### config.mk
export PLATFORM = sky130hd
export DESIGN_NAME = dac_serial_host_write
export DESIGN_NICKNAME = d
export VERILOG_FILES = /design/src/hw/dac_host_pkg.sv /design/src/hw/byte_link_if.sv /design/src/hw/bit_order_fix.sv /design/src/hw/byte_shifter.sv /design/src/hw/dac_serial_host_write.sv
export VERILOG_INCLUDE_DIRS = /design/src /design/src/hw
export SDC_FILE = /design/constraint.sdc
export NUM_CORES = 1
export LEC_CHECK = 0
export ABC_AREA = 1
export ABC_CLOCK_PERIOD_IN_PS = 1900
export BUFFER_PORTS_ARGS = -buffer_cell sky130_fd_sc_hd__buf_2
export CAP_MARGIN = 25
export CELL_PAD_IN_SITES_DETAIL_PLACEMENT = 2
export CELL_PAD_IN_SITES_GLOBAL_PLACEMENT = 2
export CORE_ASPECT_RATIO = 1.5
export CORE_MARGIN = 3
export CORE_UTILIZATION = 33
export CTS_BUF_LIST = sky130_fd_sc_hd__clkbuf_2
export DETAILED_ROUTE_END_ITERATION = 10
export HOLD_SLACK_MARGIN = 0.08
export PLACE_DENSITY = 0.87
export SETUP_SLACK_MARGIN = 0.2
export SLEW_MARGIN = 20
export SYNTH_ARGS = -nofsm -noshare
export SYNTH_HDL_FRONTEND = slang
export SYNTH_SLANG_ARGS = --single-unit
### constraint.sdc
create_clock -name mclk -period 1.9 [get_ports mclk]
set_input_delay 0.19 -clock mclk [delete_from_list [all_inputs] [get_ports mclk]]
set_output_delay 0.19 -clock mclk [all_outputs]
set_load 0.1 [all_outputs]
### src/hw/dac_host_params.svh
`ifndef DAC_HOST_PARAMS_SVH
`define DAC_HOST_PARAMS_SVH

// Frame layout
`define FRAME_BITS      32
`define BYTE_BITS       8
`define BYTES_PER_FRAME 4
`define CMD_MSB         27
`define CMD_LSB         24
`define ADDR_MSB        23
`define ADDR_LSB        20
// Serial clock half period in mclk cycles
`define SCLK_HALF_DIV   4
// Gap-state mclk cycles after a frame; frame-select stays high at least one cycle more between frames
`define FRAME_GAP       4

`endif

### src/hw/dac_host_pkg.sv
package dac_host_pkg;
  typedef enum logic [2:0] {
    ST_IDLE  = 3'b000,
    ST_SETUP = 3'b001,
    ST_SHIFT = 3'b011,
    ST_NEXT  = 3'b010,
    ST_END   = 3'b110,
    ST_GAP   = 3'b111
  } host_state_e;
  typedef logic [31:0] frame_t;
  typedef logic [7:0]  byte_t;
endpackage

### src/hw/byte_link_if.sv
`timescale 1ns/1ns
// Carries one byte between the sequencer and the byte shifter
interface byte_link_if;
  import dac_host_pkg::*;
  logic  start;
  byte_t data;
  logic  busy;
  logic  done;
  modport seq (output start, output data, input busy, input done);
  modport shf (input start, input data, output busy, output done);
endinterface

### src/hw/bit_order_fix.sv
`timescale 1ns/1ns
`include "dac_host_params.svh"
module bit_order_fix (
  input  wire logic                lsb_first,
  input  wire dac_host_pkg::byte_t in_byte,
  output      dac_host_pkg::byte_t out_byte
);
  import dac_host_pkg::*;
  byte_t rev;
  genvar i;
  generate
    for (i = 0; i < `BYTE_BITS; i = i + 1) begin : g_rev
      assign rev[i] = in_byte[`BYTE_BITS-1-i];
    end
  endgenerate
  // Port shifting LSB first gets mirrored bytes so the wire still carries MSB first
  assign out_byte = lsb_first ? rev : in_byte;
endmodule

### src/hw/byte_shifter.sv
`timescale 1ns/1ns
`include "dac_host_params.svh"
// Shifts one byte: eight clock pulses, clock idles low. Data changes late in
// the low phase, so it is stable across the rising edge and the following fall.
module byte_shifter (
  input wire logic mclk,
  input wire logic sys_rst,
  byte_link_if.shf lnk,
  output     logic sclk_q,
  output     logic sdata_q
);
  import dac_host_pkg::*;
  logic [2:0] div_q, div_d;
  logic [3:0] cnt_q, cnt_d;
  byte_t      sh_q, sh_d;
  logic       busy_q, busy_d;
  logic       done_q, done_d;
  logic       sclk_d, sdata_d;

  always_comb begin
    div_d   = div_q;
    cnt_d   = cnt_q;
    sh_d    = sh_q;
    busy_d  = busy_q;
    done_d  = 1'b0;
    sclk_d  = sclk_q;
    sdata_d = sdata_q;
    if (!busy_q) begin
      sclk_d = 1'b0;
      if (lnk.start) begin
        busy_d = 1'b1;
        sh_d   = lnk.data;
        cnt_d  = 4'h0;
        div_d  = 3'h0;
      end
    end else if (div_q == 3'(`SCLK_HALF_DIV - 1)) begin
      div_d = 3'h0;
      if (!sclk_q) begin
        if (cnt_q == 4'(`BYTE_BITS)) begin
          busy_d = 1'b0;
          done_d = 1'b1;
        end else begin
          // Rising edge: bit already set up one cycle earlier
          sclk_d = 1'b1;
        end
      end else begin
        // Falling edge: one of exactly eight per byte
        sclk_d = 1'b0;
        cnt_d  = cnt_q + 4'h1;
      end
    end else begin
      div_d = div_q + 3'h1;
      // Next bit, MSB first, one cycle before the rise; changing on the rise races the capture
      if (!sclk_q && div_q == 3'(`SCLK_HALF_DIV - 2) && cnt_q != 4'(`BYTE_BITS)) begin
        sdata_d = sh_q[`BYTE_BITS-1];
        sh_d    = {sh_q[`BYTE_BITS-2:0], 1'b0};
      end
    end
  end

  always_ff @(posedge mclk) begin
    if (sys_rst) begin
      div_q   <= 3'h0;
      cnt_q   <= 4'h0;
      sh_q    <= 8'h00;
      busy_q  <= 1'b0;
      done_q  <= 1'b0;
      sclk_q  <= 1'b0;
      sdata_q <= 1'b0;
    end else begin
      div_q   <= div_d;
      cnt_q   <= cnt_d;
      sh_q    <= sh_d;
      busy_q  <= busy_d;
      done_q  <= done_d;
      sclk_q  <= sclk_d;
      sdata_q <= sdata_d;
    end
  end

  assign lnk.busy = busy_q;
  assign lnk.done = done_q;
endmodule

### src/hw/dac_serial_host_write.sv
`timescale 1ns/1ns
`include "dac_host_params.svh"
// Behaviour
// (RULE1) Frame-select goes low before any bit shifts, stays low throughout.
// (RULE2) Serial clock idles low; data held steady over both clock edges.
// (RULE3) Each data bit is stable across the falling clock edge.
// (RULE4) Each byte transfer gives exactly eight falling clock edges.
// (RULE5) Bits go out most significant bit first.
// (RULE6) Frame-select stays low between bytes; next byte follows at once. The code holds the clock low 11 mclk cycles between bytes instead of 4.
// (RULE7) Frame-select returns high after the last byte.
// (RULE8) An LSB-first port bit-reverses each byte before sending.
// (RULE9) Frame-select comes from a plain programmable output line.
// (RULE10) Data bits change on the falling clock edge side of the cycle; the code changes them late in the low phase, one mclk cycle before the rise.
// (RULE11) The converter captures data on the rising clock edge.
// (RULE12) Frame is 32 bits: command 27..24, address 23..20, payload below.
module dac_serial_host_write (
  input  wire logic                 mclk,
  input  wire logic                 sys_rst,
  input  wire logic                 req_valid,
  input  wire logic [3:0]           req_cmd,
  input  wire logic [3:0]           req_addr,
  input  wire logic [19:0]          req_payload,
  input  wire logic [3:0]           req_top,
  input  wire logic                 lsb_first_port,
  output      logic                 req_ready_q,
  output      logic                 frame_done_q,
  output      logic                 sync_n_q,
  output      logic                 sclk_q,
  output      logic                 sdin_q
);
  import dac_host_pkg::*;

  byte_link_if lnk ();

  host_state_e st_q, st_d;
  frame_t      frame_q, frame_d;
  logic [1:0]  idx_q, idx_d;
  logic [2:0]  gap_q, gap_d;
  logic        lsb_q, lsb_d;
  logic        start_q, start_d;
  logic        sync_n_d, ready_d, fdone_d;
  byte_t       raw_byte, tx_byte;
  logic        sclk_w, sdata_w;

  // Byte picked MSB byte first
  always_comb begin
    raw_byte = frame_q[`FRAME_BITS-1 -: `BYTE_BITS];
    case (idx_q)
      2'h0:    raw_byte = frame_q[31:24];
      2'h1:    raw_byte = frame_q[23:16];
      2'h2:    raw_byte = frame_q[15:8];
      default: raw_byte = frame_q[7:0];
    endcase
  end

  // (RULE8) bit reversal
  // Shifter is MSB first; the mirror models a port that emits LSB first, so
  // reversing twice keeps the wire order correct in either setting.
  byte_t pre_byte;
  bit_order_fix u_pre (
    .lsb_first (lsb_q),
    .in_byte   (raw_byte),
    .out_byte  (pre_byte)
  );
  bit_order_fix u_port (
    .lsb_first (lsb_q),
    .in_byte   (pre_byte),
    .out_byte  (tx_byte)
  );

  always_comb begin
    st_d     = st_q;
    frame_d  = frame_q;
    idx_d    = idx_q;
    gap_d    = gap_q;
    lsb_d    = lsb_q;
    start_d  = 1'b0;
    sync_n_d = sync_n_q;
    ready_d  = 1'b0;
    fdone_d  = 1'b0;
    case (st_q)
      ST_IDLE: begin
        ready_d = 1'b1;
        if (req_valid && req_ready_q) begin
          // (RULE12) frame layout
          frame_d = {req_top, req_cmd, req_addr, req_payload};
          lsb_d   = lsb_first_port;
          idx_d   = 2'h0;
          ready_d = 1'b0;
          // (RULE1) select low first
          // (RULE9) plain port line
          sync_n_d = 1'b0;
          st_d     = ST_SETUP;
        end
      end
      ST_SETUP: begin
        start_d = 1'b1;
        st_d    = ST_SHIFT;
      end
      ST_SHIFT: begin
        if (lnk.done) begin
          if (idx_q == 2'(`BYTES_PER_FRAME - 1)) begin
            st_d = ST_END;
          end else begin
            // (RULE6) select kept low
            idx_d = idx_q + 2'h1;
            st_d  = ST_NEXT;
          end
        end
      end
      ST_NEXT: begin
        if (!lnk.busy) begin
          start_d = 1'b1;
          st_d    = ST_SHIFT;
        end
      end
      ST_END: begin
        // (RULE7) select back high
        sync_n_d = 1'b1;
        fdone_d  = 1'b1;
        gap_d    = 3'h0;
        st_d     = ST_GAP;
      end
      ST_GAP: begin
        if (gap_q == 3'(`FRAME_GAP - 1)) begin
          ready_d = 1'b1;
          st_d    = ST_IDLE;
        end else begin
          gap_d = gap_q + 3'h1;
        end
      end
      default: begin
        st_d     = ST_IDLE;
        sync_n_d = 1'b1;
      end
    endcase
  end

  always_ff @(posedge mclk) begin
    if (sys_rst) begin
      st_q         <= ST_IDLE;
      frame_q      <= 32'h0000_0000;
      idx_q        <= 2'h0;
      gap_q        <= 3'h0;
      lsb_q        <= 1'b0;
      start_q      <= 1'b0;
      sync_n_q     <= 1'b1;
      req_ready_q  <= 1'b0;
      frame_done_q <= 1'b0;
    end else begin
      st_q         <= st_d;
      frame_q      <= frame_d;
      idx_q        <= idx_d;
      gap_q        <= gap_d;
      lsb_q        <= lsb_d;
      start_q      <= start_d;
      sync_n_q     <= sync_n_d;
      req_ready_q  <= ready_d;
      frame_done_q <= fdone_d;
    end
  end

  assign lnk.start = start_q;
  assign lnk.data  = tx_byte;

  // (RULE2) clock idles low
  // (RULE3) data stable at fall
  // (RULE4) eight falls a byte
  // (RULE5) MSB first
  // (RULE10) change away from fall
  // (RULE11) held over the rise
  byte_shifter u_shf (
    .mclk    (mclk),
    .sys_rst (sys_rst),
    .lnk     (lnk.shf),
    .sclk_q  (sclk_w),
    .sdata_q (sdata_w)
  );

  // Pin outputs straight from the shifter flops
  assign sclk_q = sclk_w;
  assign sdin_q = sdata_w;
endmodule

==> run summary, run 1 <==
Synthesis produced a netlist with a net count of 474. The top cell type by total area after synthesis is dfxtp_1. Among all flip-flop cells after synthesis, the most frequent one is dfxtp_1. The sequential element share of the synthesized area is ~43%.

Entering global routing, the biggest net connects 65 pins. After detailed placement, the total cell area comes to 3240 um2. The synthesized netlist cell count came out at 427. TritonCTS built the clock tree. The run finished with clean final reports. The worst endpoint required time is 2.40 ns. The count of max-cap constraint violations is 0. The final critical-path required period is around 1.7 ns. In this run the mean area of a mapped cell was slightly below 7 um2. The startpoint class of the critical path is a flip-flop.

The total power after layout came out at 3.67 mW. The total negative slack for setup checks is 0 ns. The number of global-route vias before repair came out at approximately 3,700.

The actual slew at the worst max-slew pin came out at between 0.4 and 0.5 ns. The most numerous cell in the Yosys netlist is nand2_1. Sequential cells account for between 40% and 50% of the total power. The first global-routing pass estimated 19.8 mm of wire. Counting every sink on the clock net gives 63. The ratio of cells with drive above 1 in the final layout came out at 16.2%. between 40 and 50 I/O pins were placed. The area growth from synthesis to layout came out at 27.2%. The number of warnings printed during yosys synthesis came out at 0. The switching power is between 1.5 and 2 mW. The static leakage is 1.61 nW.

In the post-route analysis, the smallest setup slack over all paths is about 0.18 ns. Setup repair after global routing left no endpoint under its margin. The fraction of power spent switching nets is 41.4%.

The post-placement cell count is 559. The achievable frequency came out at ~580 MHz. Walking the worst path, the cells encountered are inv_2 -> ha_4 -> nand2_1 -> nand3_1 -> nand2_1 -> a21oi_1 -> nor2_1 -> nor2_1. The total buffers and inverters traversed by the critical path came out at 1.

The count of antenna-violating nets left after detailed routing is 0. The number of standard-cell rows in the floorplan is 41. Dividing the detail-routed via count by the number of cells gives about 5.3. The clock network is responsible for 22.8% of the overall power. The critical path arrival is roughly 2.2 ns. The share of flip-flops with an asynchronous set or reset after synthesis came out at 0%. Broken down by cell family, the worst path's largest delay share belongs to simple AND/OR/NAND/NOR gates. For this configuration, the core starts out at a cell density of between 30% and 40%. The global routing usage summed across all routing layers came out at 25.8%. The worst-skew pair later-pin latency came out at 0.56 ns.

The width of the chip is just over 80 um. In this run the standard cell core region covers 8570 um2. Summing all multi-input logic gate instances after layout gives between 1000 and 1500 um2. In this run, the combinational gates consume about a third of the power. The DRC violation count after routing came out at 0. The final global-route overflow total is 0. The number of levels the H-tree was split into is 3. The floorplan step defined a die boundary enclosing between 10,000 and 15,000 um2. The first routing iteration left about 170 violations. By area the synthesized netlist is led by dfxtp_1, nand2_1, a21oi_1. The y dimension of the die is 122 um. The largest buffer count on any clock path came out at 2. The clock tree skew after final layout came out at ~0.048 ns. The post-synthesis cell type count is 24. Across the VDD grid, the largest voltage drop is 530 uV.

The half-perimeter wire length after detailed placement came out at 6.55 mm. The net count of the finished layout is 545. The headroom to the max-slew limit is about two thirds. The number of standard cells in the layout, taps in and fillers out is ~610.

The highest net fanout along the worst path is 8. The worst min-delay path class is flip-flop to flip-flop. By startpoint and endpoint, the worst setup path is classified as flip-flop to flip-flop.

The count of flip-flops with a built-in enable after synthesis is 0. The final period utilization came out at between 90% and 100%. The number of buffers created by CTS is 9. The areal power density over the cells came out at approximately 1000 nW/um2. The hold violation count in the final report came to 0.

Clock-pin slew was measured on the worst setup and hold paths at ~0.2 ns. The weighted congestion reported at the end of routability-driven placement came out at about 0.75. The final setup violation count came out at 0. Across all layers, the routed design uses around 3,200 vias. The per-cell routed wire length is 22.1 um. The max-slew violation count was 0. The internal power of the cells came out at about 2.1 mW.

The highest cell delay on the worst timing path is 0.45 ns. The synthesized design contains between 60 and 70 register bits. The iteration count of the initial detailed-routing pass is 4. The share of Yosys cell area claimed by the top area cell type came out at about 43%.

The sequential cell area in the final layout came out at between 1000 and 1500 um2. The synthesized area is roughly 2900 um2. Clock tree synthesis selected as its root buffer the cell clkbuf_2. Once layout is done, the placed cells without fillers occupy 3750 um2. The initial antenna violation count came out at 0. The number of I/O port buffers is 39. The routed wire length is roughly 13 mm. After filler insertion, the fill cell instance count of the layout stands at between 900 and 1,000. By count the netlist is led by nand2_1, dfxtp_1, inv_1. The setup slack at placement came out at 0.259 ns. The worst setup path is captured at a flip-flop. The master of the slowest instance on the critical path is dfxtp_1.
## layer usage
| layer | vias up | wire (um) | global-route usage [%] |
|---|---|---|---|
| met5 | - | 0 | 0 |
| met3 | 51 | 481 | 5.62 |
| li1 | 1489 | - | - |
| met2 | 93 | 7250 | 50.1 |
| met1 | 1591 | 5040 | 25.2 |
| met4 | 0 | 659 | 13.5 |
## layout make-up
| cell class | count | share of cell area (%) |
|---|---|---|
| multi-input cells | 283 | 38.2 |
| flip-flops and latches | 63 | 33.8 |
| diodes | 1 | 0.0668 |
| repair buffers | 79 | 15.8 |
| well taps | 107 | 3.57 |
| inverters | 62 | 6.21 |
| clock buffers | 10 | 1.34 |
| clock inverters | 3 | 1.00 |
## power by group through the flow
stage | logic (mW) | registers (mW) | clock network (mW)
after global routing | 1.26 | 1.70 | 0.893
after detailed placement | 0.948 | 1.68 | 0
after floorplan | 0.608 | 1.75 | 0
after CTS | 1.01 | 1.65 | 0.790
final | 1.15 | 1.68 | 0.835
after global placement | 0.889 | 1.67 | 0
## registers in the layout, indices dropped and copies added, names as in the netlist, named ones only
name,flops
req_ready_q,1
lnk.start,1
u_shf.div_q,3
u_shf.cnt_q,4
sync_n_q,1
frame_done_q,1
u_shf.sh_q,8
gap_q,3
u_shf.lnk.done,1
u_shf.lnk.busy,1
u_shf.sdata_q,1
frame_q,32
idx_q,2
u_shf.sclk_q,1
st_q,2
## what timing repair did
| item | CTS | global route |
|---|---|---|
| setup endpoints to repair | 0 | 9 |
| setup buffers | 0 | 1 |
| resized for setup | 0 | 17 |
| endpoints found under the hold margin | 42 | 0 |
| hold buffers | 34 | 0 |
## per-stage QoR
stage / hold WS (ns) / utilization (%)
finish: 0.461 / 43.7
global route: 0.436 / 43.7
detailed placement: 0.435 / 37.8
global placement: 0.428 / 37.8
CTS: 0.446 / 42.8
floorplan: 0.339 / -
## cell usage in the layout, fill, tap and decap left out, types with 5 or more instances in the layout
cell           synthesis  routed
o21ai_1               13      12
dfxtp_1               63      58
dlygate4sd3_1          0      34
buf_2                  7      39
nor2_1                40      39
nand3_1               17      17
o21ai_0               27      27
inv_1                 60      58
buf_4                  2       5
clkbuf_2               0      10
dfxtp_2                0       5
nand2_1              102     102
ha_1                  11       8
a21oi_1               52      52
## kinds of logic (layout without fill, tap and decap cells)
kind of cell | count (synthesis) | after routing | synth area share (%)
fa+ha+maj | 11 | 11 | 4.67
compound gates | 96 | 96 | 16.7
simple gates | 176 | 176 | 25.0
buf+inv | 81 | 154 | 10.9
flops | 63 | 63 | 42.8
other cells | 0 | 1 | 0
## worst register-to-register path: stages, from the launching register on
cell	delay (ns)
dfxtp_1	0.45
inv_2	0.16
ha_4	0.22
nand2_1	0.13
nand3_1	0.15
nand2_1	0.09
a21oi_1	0.21
nor2_1	0.10
nor2_1	0.15
## path summary, 6_finish.rpt
kind,start,to,slack (ns),cells past startpoint
worst max-delay path,idx_q[1],u_shf.sh_q[1],0.18,8
worst max register to register,idx_q[1],u_shf.sh_q[1],0.18,8
worst min-delay path,sync_n_q,sync_n_q,0.46,2
worst min register to register,sync_n_q,sync_n_q,0.46,2
Power figures use the tool's default switching activity.
==> inputs of run 2 (changes only) <==
--- a/config.mk
+++ b/config.mk
@@ -8,17 +8,17 @@
 export LEC_CHECK = 0
 export ABC_AREA = 1
 export ABC_CLOCK_PERIOD_IN_PS = 1900
-export BUFFER_PORTS_ARGS = -buffer_cell sky130_fd_sc_hd__buf_2
 export CAP_MARGIN = 25
 export CELL_PAD_IN_SITES_DETAIL_PLACEMENT = 2
 export CELL_PAD_IN_SITES_GLOBAL_PLACEMENT = 2
 export CORE_ASPECT_RATIO = 1.5
 export CORE_MARGIN = 3
-export CORE_UTILIZATION = 33
+export CORE_UTILIZATION = 36
 export CTS_BUF_LIST = sky130_fd_sc_hd__clkbuf_2
 export DETAILED_ROUTE_END_ITERATION = 10
+export DONT_BUFFER_PORTS = 1
 export HOLD_SLACK_MARGIN = 0.08
-export PLACE_DENSITY = 0.87
+export PLACE_DENSITY = 0.86
 export SETUP_SLACK_MARGIN = 0.2
 export SLEW_MARGIN = 20
 export SYNTH_ARGS = -nofsm -noshare
==> run summary, run 2 (synthesis gave the netlist of run 1 again) <==
The run finished with clean final reports. The dominant delay contributor by cell family on the critical path is simple AND/OR/NAND/NOR gates. The library cell used most frequently in the layout, excluding fill and tap cells, is nand2_1. The largest single stage delay on the critical path is just under 0.4 ns. The number of I/O port buffers came out at 0. The final net count is a little over 500. The register clock-pin slew on the reported worst setup and hold paths is 0.17 ns. The number of buffers created by CTS is 9. The first detailed-routing pass took 4 iterations. Summing all non-filler instances in the final layout gives an area of 3550 um2. The routed wire length came out at 10.6 mm. The number of standard-cell rows in the floorplan came out at 39. The count of antenna-violating nets left after detailed routing came out at 0. The endpoint class of the critical path is a flip-flop. The switching power is about 1.4 mW. The total setup buffers inserted after CTS is 0.

The headroom to the max-slew limit is 62.8%. The ratio of cells with drive above 1 in the final layout is 9.81%. The total negative slack for setup checks came out at 0 ns. The largest registers in the layout are frame_q (32), u_shf.sh_q (8), u_shf.cnt_q (4). The largest individual stage delay along the critical path comes from the cell dfxtp_1. The antenna cell count came out at 0.

The internal portion of the total power is about 2.1 mW. Power spread over the standard cell area amounts to between 900 and 1000 nW/um2. The critical path arrival came out at 2.06 ns.

The sequential fraction of design power came out at a little under half. The half-perimeter wire length after detailed placement is between 5 and 6 mm. The final critical-path required period is approximately 1.6 ns. The standard cell area after detailed placement is roughly 3000 um2. The class of the most critical setup path is flip-flop to flip-flop.

The H-tree generated during clock tree synthesis spans 3 levels. The max-slew violation count is 0. The register with the highest flop count is frame_q. The flip-flop count of the largest register, all copies and words added came out at 32.

The area growth from synthesis to layout came out at 20.6%. The y dimension of the die came out at approximately 120 um. The initial antenna violation count was 0. In this run the static leakage power is about 1.5 nW. The total buffers and inverters traversed by the critical path is 1. The final global-route overflow total is 0. The wire length of the first global-routing pass came out at roughly 17 mm. The clock tree skew after final layout came out at roughly 0.028 ns.

The tree is rooted in a clkbuf_2. Fill cells in the final layout number 911. The boundary pin count is 41. The pin count of the biggest net entering global routing is between 60 and 70. TritonCTS built the clock tree.

The proportion of power drawn by combinational gates is just under 30%. The sequential cell area in the final layout came out at 1260 um2. The number of global-route vias before repair was between 3,000 and 4,000. The weighted congestion reported at the end of routability-driven placement came out at ~0.77.

The total power after layout is around 3.5 mW. Leaving out fill and tap cells, the most frequent cells in the layout are nand2_1, dfxtp_1, inv_1, a21oi_1, nor2_1. The count of max-cap constraint violations is 0.

In the routed design, unresolved DRC markers number 0. The fraction of power spent switching nets is roughly 39%. The share of power burned in the clock network came out at approximately 23%. The area of the multi-input gates is roughly 1400 um2. Setup repair after global routing left no endpoint under its margin. The placeable core area is 7810 um2. The count of vias placed by the detailed router came out at 2,923.

In this run the horizontal extent of the chip is between 70 and 80 um. In the routed layout, each cell is associated on average with a via count of roughly 5.1. The startpoint class of the critical path is a flip-flop. The tightest min-delay check is of the primary input to flip-flop type.

The achievable frequency is around 620 MHz. The global routing usage summed across all routing layers is 23.7%. The highest net fanout along the worst path is 8. The final setup violation count is 0.

Traced cell by cell, the critical path runs through inv_1 -> ha_2 -> nand2_1 -> nand3_1 -> nand2_1 -> a21oi_1 -> nor2_1 -> nor2_1. The per-cell routed wire length came out at about 19 um. The initial standard-cell utilization of the core came out at 37.7%. The hold violation count in the final report is 0. The largest voltage drop on the vdd net is roughly 330 uV. At the pin with the least slew margin, the transition time is 0.557 ns. The clock sink total is 63. The floorplan step defined a die boundary enclosing 9330 um2. In this run the deepest clock path goes through 2 buffers. The worst endpoint required time is ~2.3 ns. The final period utilization is a little under nine tenths. The worst-skew pair later-pin latency is roughly 0.53 ns. For this block, the initial DRC count from the detailed router was 86.
run 2: changes by cell type in the layout (fill, tap and decap cells not counted), sizes merged:
cell | previous run | this run
buf | 45 | 11
clkinv | 2 | 5
diode | 1 | 0
run 2: cell type report:
cell class,count,area share [%]
clock buffers,10,1.41
clock inverters,6,1.44
inverters,62,6.55
multi-input cells,283,39.4
flip-flops and latches,63,35.6
well taps,102,3.59
repair buffers,45,12.0
run 2: through the flow:
stage / hold slack [ns] / util [%] / instances / worst slack [ns]
floorplan: 0.339 / - / 427 / 0.469
global placement: 0.258 / 39.3 / 521 / 0.298
detailed placement: 0.257 / 39.3 / 521 / 0.225
CTS: 0.111 / 45.0 / 571 / 0.207
global route: 0.152 / 45.5 / 571 / 0.195
finish: 0.152 / 45.5 / 571 / 0.283
run 2: path summary, 6_finish.rpt:
check / start / to / slack, ns / cells after the start
setup reg to reg: idx_q[0] / u_shf.sh_q[5] / 0.28 / 8
hold / removal: sys_rst / st_q[0] / 0.15 / 4
setup / recovery: idx_q[0] / u_shf.sh_q[5] / 0.28 / 8
hold reg to reg: frame_q[27] / frame_q[27] / 0.47 / 2
run 2: power by group through the flow:
| stage | registers (mW) | logic (mW) | clock network [mW] |
|---|---|---|---|
| final | 1.66 | 1.04 | 0.803 |
| after detailed placement | 1.68 | 0.918 | 0 |
| after global placement | 1.66 | 0.866 | 0 |
| after floorplan | 1.75 | 0.608 | 0 |
| after CTS | 1.65 | 0.992 | 0.825 |
| after global routing | 1.69 | 1.16 | 0.898 |
run 2: timing repair:
item                       CTS  global route
resized for setup            1            10
hold buffers                34             0
setup endpoints to repair    1            38
hold endpoints to repair    43             0
run 2: per-layer routing:
| layer | wire (um) | GRT usage (%) | up-vias |
|---|---|---|---|
| met4 | 372 | 10.8 | 0 |
| met3 | 270 | 5.59 | 23 |
| met1 | 4100 | 23.7 | 1430 |
| li1 | - | - | 1419 |
| met5 | 0 | 0 | - |
| met2 | 5830 | 45.6 | 51 |
run 2: worst reg2reg max path, delay by kind of cell, from the launching register on:
kind	cells	cell delay [ns]
AO/OA/AOI/OAI	1	0.17
buffers and inverters	1	0.17
AND/OR/NAND/NOR	5	0.50
flip-flops	1	0.39
adder cells (fa/ha/maj)	1	0.32
==> inputs of run 3 (changes only) <==
--- a/config.mk
+++ b/config.mk
@@ -7,18 +7,18 @@
 export NUM_CORES = 1
 export LEC_CHECK = 0
 export ABC_AREA = 1
-export ABC_CLOCK_PERIOD_IN_PS = 1900
+export ABC_CLOCK_PERIOD_IN_PS = 1400
 export CAP_MARGIN = 25
 export CELL_PAD_IN_SITES_DETAIL_PLACEMENT = 2
 export CELL_PAD_IN_SITES_GLOBAL_PLACEMENT = 2
 export CORE_ASPECT_RATIO = 1.5
 export CORE_MARGIN = 3
-export CORE_UTILIZATION = 36
+export CORE_UTILIZATION = 33
 export CTS_BUF_LIST = sky130_fd_sc_hd__clkbuf_2
 export DETAILED_ROUTE_END_ITERATION = 10
 export DONT_BUFFER_PORTS = 1
 export HOLD_SLACK_MARGIN = 0.08
-export PLACE_DENSITY = 0.86
+export PLACE_DENSITY = 0.83
 export SETUP_SLACK_MARGIN = 0.2
 export SLEW_MARGIN = 20
 export SYNTH_ARGS = -nofsm -noshare
==> constraint.sdc (replaced) <==
create_clock -name mclk -period 1.4 [get_ports mclk]
set_input_delay 0.14 -clock mclk [delete_from_list [all_inputs] [get_ports mclk]]
set_output_delay 0.14 -clock mclk [all_outputs]
set_load 0.1 [all_outputs]
==> run summary, run 3 <==
After the last repair the worst path ends at a register data pin. The synthesized netlist net count is approximately 470. The half-perimeter wire length after detailed placement is 6.51 mm. The weighted congestion reported at the end of routability-driven placement came out at about 0.76.

When the last timing repair stopped, the worst path ended at u_shf.sh_q[5]$_SDFFE_PP0P_/D. After synthesis, the most frequently instantiated cells are nand2_1, dfxtp_1, inv_1. After synthesis the cells add up to roughly 3000 um2. The number of warnings printed during yosys synthesis is 0. The initial antenna violation count was 1. The run stopped with a tool error. Synthesis produced 427 cells. The sequential element share of the synthesized area came out at about 43%.

The flop and latch count out of synthesis came out at 63. The y dimension of the die is approximately 120 um. The post-synthesis cell type count is 24. For this design the top-level I/O count stands at roughly 40. Yosys instantiated no cell more often than nand2_1. Sorting the synthesized cells by area gives the leading types as dfxtp_1, nand2_1, a21oi_1. The largest total area in the synthesized netlist belongs to dfxtp_1. The number of I/O port buffers came out at 0. The clock tree synthesis step divided the H-tree into 3 levels. In this run the core area contains 41 standard-cell rows. The setup slack at placement is -0.0591 ns.

The initial standard-cell utilization of the core is between 30% and 40%. The tool reported: "[ERROR DPL-0033] detailed placement checks failed during check placement". The average footprint of a synthesized cell is 6.90 um2.

From left edge to right edge, the die measures between 80 and 90 um. The standard cell area after detailed placement came out at between 3000 and 4000 um2. The pin count of the biggest net entering global routing is 36. It got as far as global routing and failed there. The share of Yosys cell area claimed by the top area cell type came out at a little over two fifths. In this run, synthesis inferred 0 flip-flops with an integrated enable. The number of buffers created by CTS came out at 9. The clock sink total came out at 63. Counting flops with an async set or reset pin after synthesis yields a share of 0%.

The cell sitting at the root of the clock tree is a clkbuf_2. In the synthesized netlist the dominant register cell turns out to be dfxtp_1. The clock passes through at most 2 buffers.
[run 3: kinds of logic after synthesis]
group	Yosys count	synth area share (%)
and+or+nand+nor	176	25.0
adders and majority gates	11	4.67
DFF	63	42.8
AOI/OAI and AO/OA	96	16.7
buffers and inverters	81	10.9
[run 3: stage by stage]
step | instances | hold WS, ns
after CTS | 609 | 0.261
after global placement | 536 | 0.208
after floorplan | 427 | 0.288
after detailed placement | 536 | 0.208
[run 3: timing repair]
item,in CTS
hold endpoints to repair,63
hold buffers,34
setup endpoints to repair,60
gates cloned,7
pin swaps,50
buffers inserted,16
resized for setup,147
==> inputs of run 4 (changes only) <==
--- a/config.mk
+++ b/config.mk
@@ -7,19 +7,13 @@
 export NUM_CORES = 1
 export LEC_CHECK = 0
 export ABC_AREA = 1
-export ABC_CLOCK_PERIOD_IN_PS = 1400
+export ABC_CLOCK_PERIOD_IN_PS = 1800
 export CAP_MARGIN = 25
-export CELL_PAD_IN_SITES_DETAIL_PLACEMENT = 2
-export CELL_PAD_IN_SITES_GLOBAL_PLACEMENT = 2
-export CORE_ASPECT_RATIO = 1.5
 export CORE_MARGIN = 3
-export CORE_UTILIZATION = 33
-export CTS_BUF_LIST = sky130_fd_sc_hd__clkbuf_2
+export CORE_UTILIZATION = 35
 export DETAILED_ROUTE_END_ITERATION = 10
 export DONT_BUFFER_PORTS = 1
-export HOLD_SLACK_MARGIN = 0.08
-export PLACE_DENSITY = 0.83
-export SETUP_SLACK_MARGIN = 0.2
+export PLACE_DENSITY_LB_ADDON = 0.15
 export SLEW_MARGIN = 20
 export SYNTH_ARGS = -nofsm -noshare
 export SYNTH_HDL_FRONTEND = slang
==> constraint.sdc (replaced) <==
create_clock -name mclk -period 1.8 [get_ports mclk]
set_input_delay 0.18 -clock mclk [delete_from_list [all_inputs] [get_ports mclk]]
set_output_delay 0.18 -clock mclk [all_outputs]
set_load 0.1 [all_outputs]
==> run summary, run 4 (synthesis gave the netlist of run 1 again) <==
The area of the multi-input gates came out at 1360 um2. The actual slew at the worst max-slew pin came out at between 0.5 and 0.6 ns. The standard cell area after detailed placement is a little over 3000 um2. The static leakage came out at about 1.4 nW. The post-cts sizing count is 0. For this run, the top clock speed supported by timing is approximately 660 MHz.

The clock sink total came out at 63. The final global-route overflow total came out at 0. The worst min-delay path class is primary input to flip-flop. For this design the ratio of total power to cell area is 1160 nW/um2. The boundary pin count came out at just over 40. The count of max-cap constraint violations is 0. The hold violation count in the final report is 0.

The largest voltage drop on the vdd net is 759 uV. The headroom to the max-slew limit came out at a little over three fifths. For the worst setup path, the data arrival time is around 1.7 ns. For this configuration, the core starts out at a cell density of a little under two fifths.

The number of levels the H-tree was split into is 3. The congestion estimate from routability-driven global placement came to 0.779. Along the worst hold path, the cell count comes to 2. The slowest stage of the critical path belongs to the cell dfxtp_1. The flip-flop count of the largest register, all copies and words added came out at 32. Dividing the detail-routed wire length by the instance count gives approximately 12 um. The area growth from synthesis to layout is 12.3%. The tree is rooted in a clkbuf_8. The largest buffer count on any clock path is 2. The DRC violation count after routing came out at 0. The class of the most critical setup path is flip-flop to flip-flop. The highest net fanout along the worst path came out at 19. The flow ran to the end, and the final reports show no timing, DRC or antenna violations. The signal on the critical path passes through nor2_4 -> nand4_2 -> buf_4 -> o21ai_0 -> a21oi_1. After legalization and detailed placement, the total HPWL measured between 4 and 5 mm.

Leaving out fill and tap cells, the most frequent cells in the layout are nand2_1, dfxtp_1, inv_1, a21oi_1, nor2_1. The routed wire length is 6.60 mm. After floorplanning, the core was sized to cover ~7900 um2. The initial antenna violation count is 0. The antenna cell count is 0.

The sequential cell area in the final layout is between 1000 and 1500 um2. The highest cell delay on the worst timing path came out at between 0.3 and 0.4 ns. The clock tree skew after final layout came out at roughly 0.0064 ns. The iteration count of the initial detailed-routing pass is 4. The final period utilization is a little over four fifths. The worst endpoint required time is a little over 2 ns. The max-slew violation count was 0. The width of the chip came out at between 90 and 100 um. Clock latency on the worst-skew pair, taken at its later pin, is about 0.34 ns. The pin count of the biggest net entering global routing is 38. The register clock-pin slew on the reported worst setup and hold paths is roughly 0.070 ns.

The global routing usage summed across all routing layers is between 10% and 20%. Setup repair after global routing left no endpoint under its margin. frame_q holds more flip-flops than any other register. The count of vias placed by the detailed router came out at between 2,000 and 3,000. The number of standard-cell rows in the floorplan is 32. The starting DRC count in detailed routing is 85. The final standard cell utilization of the core is 41.7%. The count of antenna-violating nets left after detailed routing came out at 0.

The number of placed instances, taps included, is ~520. STA classifies the critical path startpoint as a flip-flop. The total negative slack for setup checks came out at 0 ns. In this run, CTS created clock tree buffers numbering 9. The summed area of non-filler cells in the final layout came out at around 3300 um2. The worst reg2reg path depth is 5.

Counting the fill cells in the layout gives approximately 870. Buffers placed on the I/O ports in this run total 0. Setup violations remaining at the end of the flow were counted as 0. The number of standard cells in the layout, taps in and fillers out came out at 539.

The final net count came out at 481. The most common cell after layout, fill and taps aside is nand2_1. The average vias per placed instance came out at approximately 4.7.

The worst setup path is captured at a flip-flop. The wire length of the first global-routing pass came out at 11.5 mm. In the final layout, the registers with the most flip-flops are frame_q (32), u_shf.sh_q (8), u_shf.cnt_q (4). The y dimension of the die is a little under 100 um.

The ratio of cells with drive above 1 in the final layout is 9.15%. The number of global-route vias before repair came out at approximately 2,400. For the finished layout, the period the worst path requires is ~1.5 ns. The die footprint is about 9600 um2. TritonCTS built the clock tree.
==> run 4: per-stage QoR <==
| stage | setup slack, ns | total power, mW | hold slack [ns] |
|---|---|---|---|
| floorplan | 0.0239 | 2.48 | 0.329 |
| global placement | 0.282 | 2.71 | 0.252 |
| detailed placement | 0.278 | 2.72 | 0.254 |
| CTS | 0.262 | 3.88 | 0.0160 |
| global route | 0.0720 | 4.10 | 0.0235 |
| finish | 0.284 | 3.84 | 0.0252 |
==> run 4: timing repair <==
item                                    4_1_cts  5_1_grt
hold endpoints to repair                     11        0
hold buffers                                  1        0
buffers inserted                              0        0
endpoints found under the setup margin        0        0
==> run 4: final timing paths <==
path                       start     endpoint  slack (ns)
setup / recovery       flip-flop  frame_q[25]        0.28
hold / removal    req_payload[4]   frame_q[4]        0.03
setup reg to reg       flip-flop  frame_q[25]        0.28
hold reg to reg      frame_q[19]  frame_q[19]        0.45
==> run 4: area by class of cell <==
class                   instances  area share [%]
repair buffers                 15            4.24
flip-flops and latches         63            38.1
multi-input cells             283            41.2
clock buffers                  14            5.52
well taps                     102            3.86
inverters                      62            7.03
==> run 4: worst max-delay path: cells and delay by family (launching register included) <==
kind | cells | cell delay (ns)
flops | 1 | 0.37
simple gates | 2 | 0.48
compound gates | 2 | 0.23
buf+inv | 1 | 0.32
==> run 4: where the power goes <==
part / leakage, nW / switching, mW / internal, mW
Sequential: 0.513 / 0.116 / 1.60
Combinational: 0.771 / 0.656 / 0.320
Clock: 0.0946 / 0.508 / 0.636
==> run 4: routing by layer <==
| metal | global-route usage [%] | share of wire, % | up-vias |
|---|---|---|---|
| met5 | 0 | 0 | - |
| met4 | 5.96 | 2.3 | 0 |
| met3 | 4.71 | 4.6 | 14 |
| met2 | 22.9 | 45 | 34 |
| met1 | 19.1 | 48 | 1107 |
| li1 | - | - | 1361 |
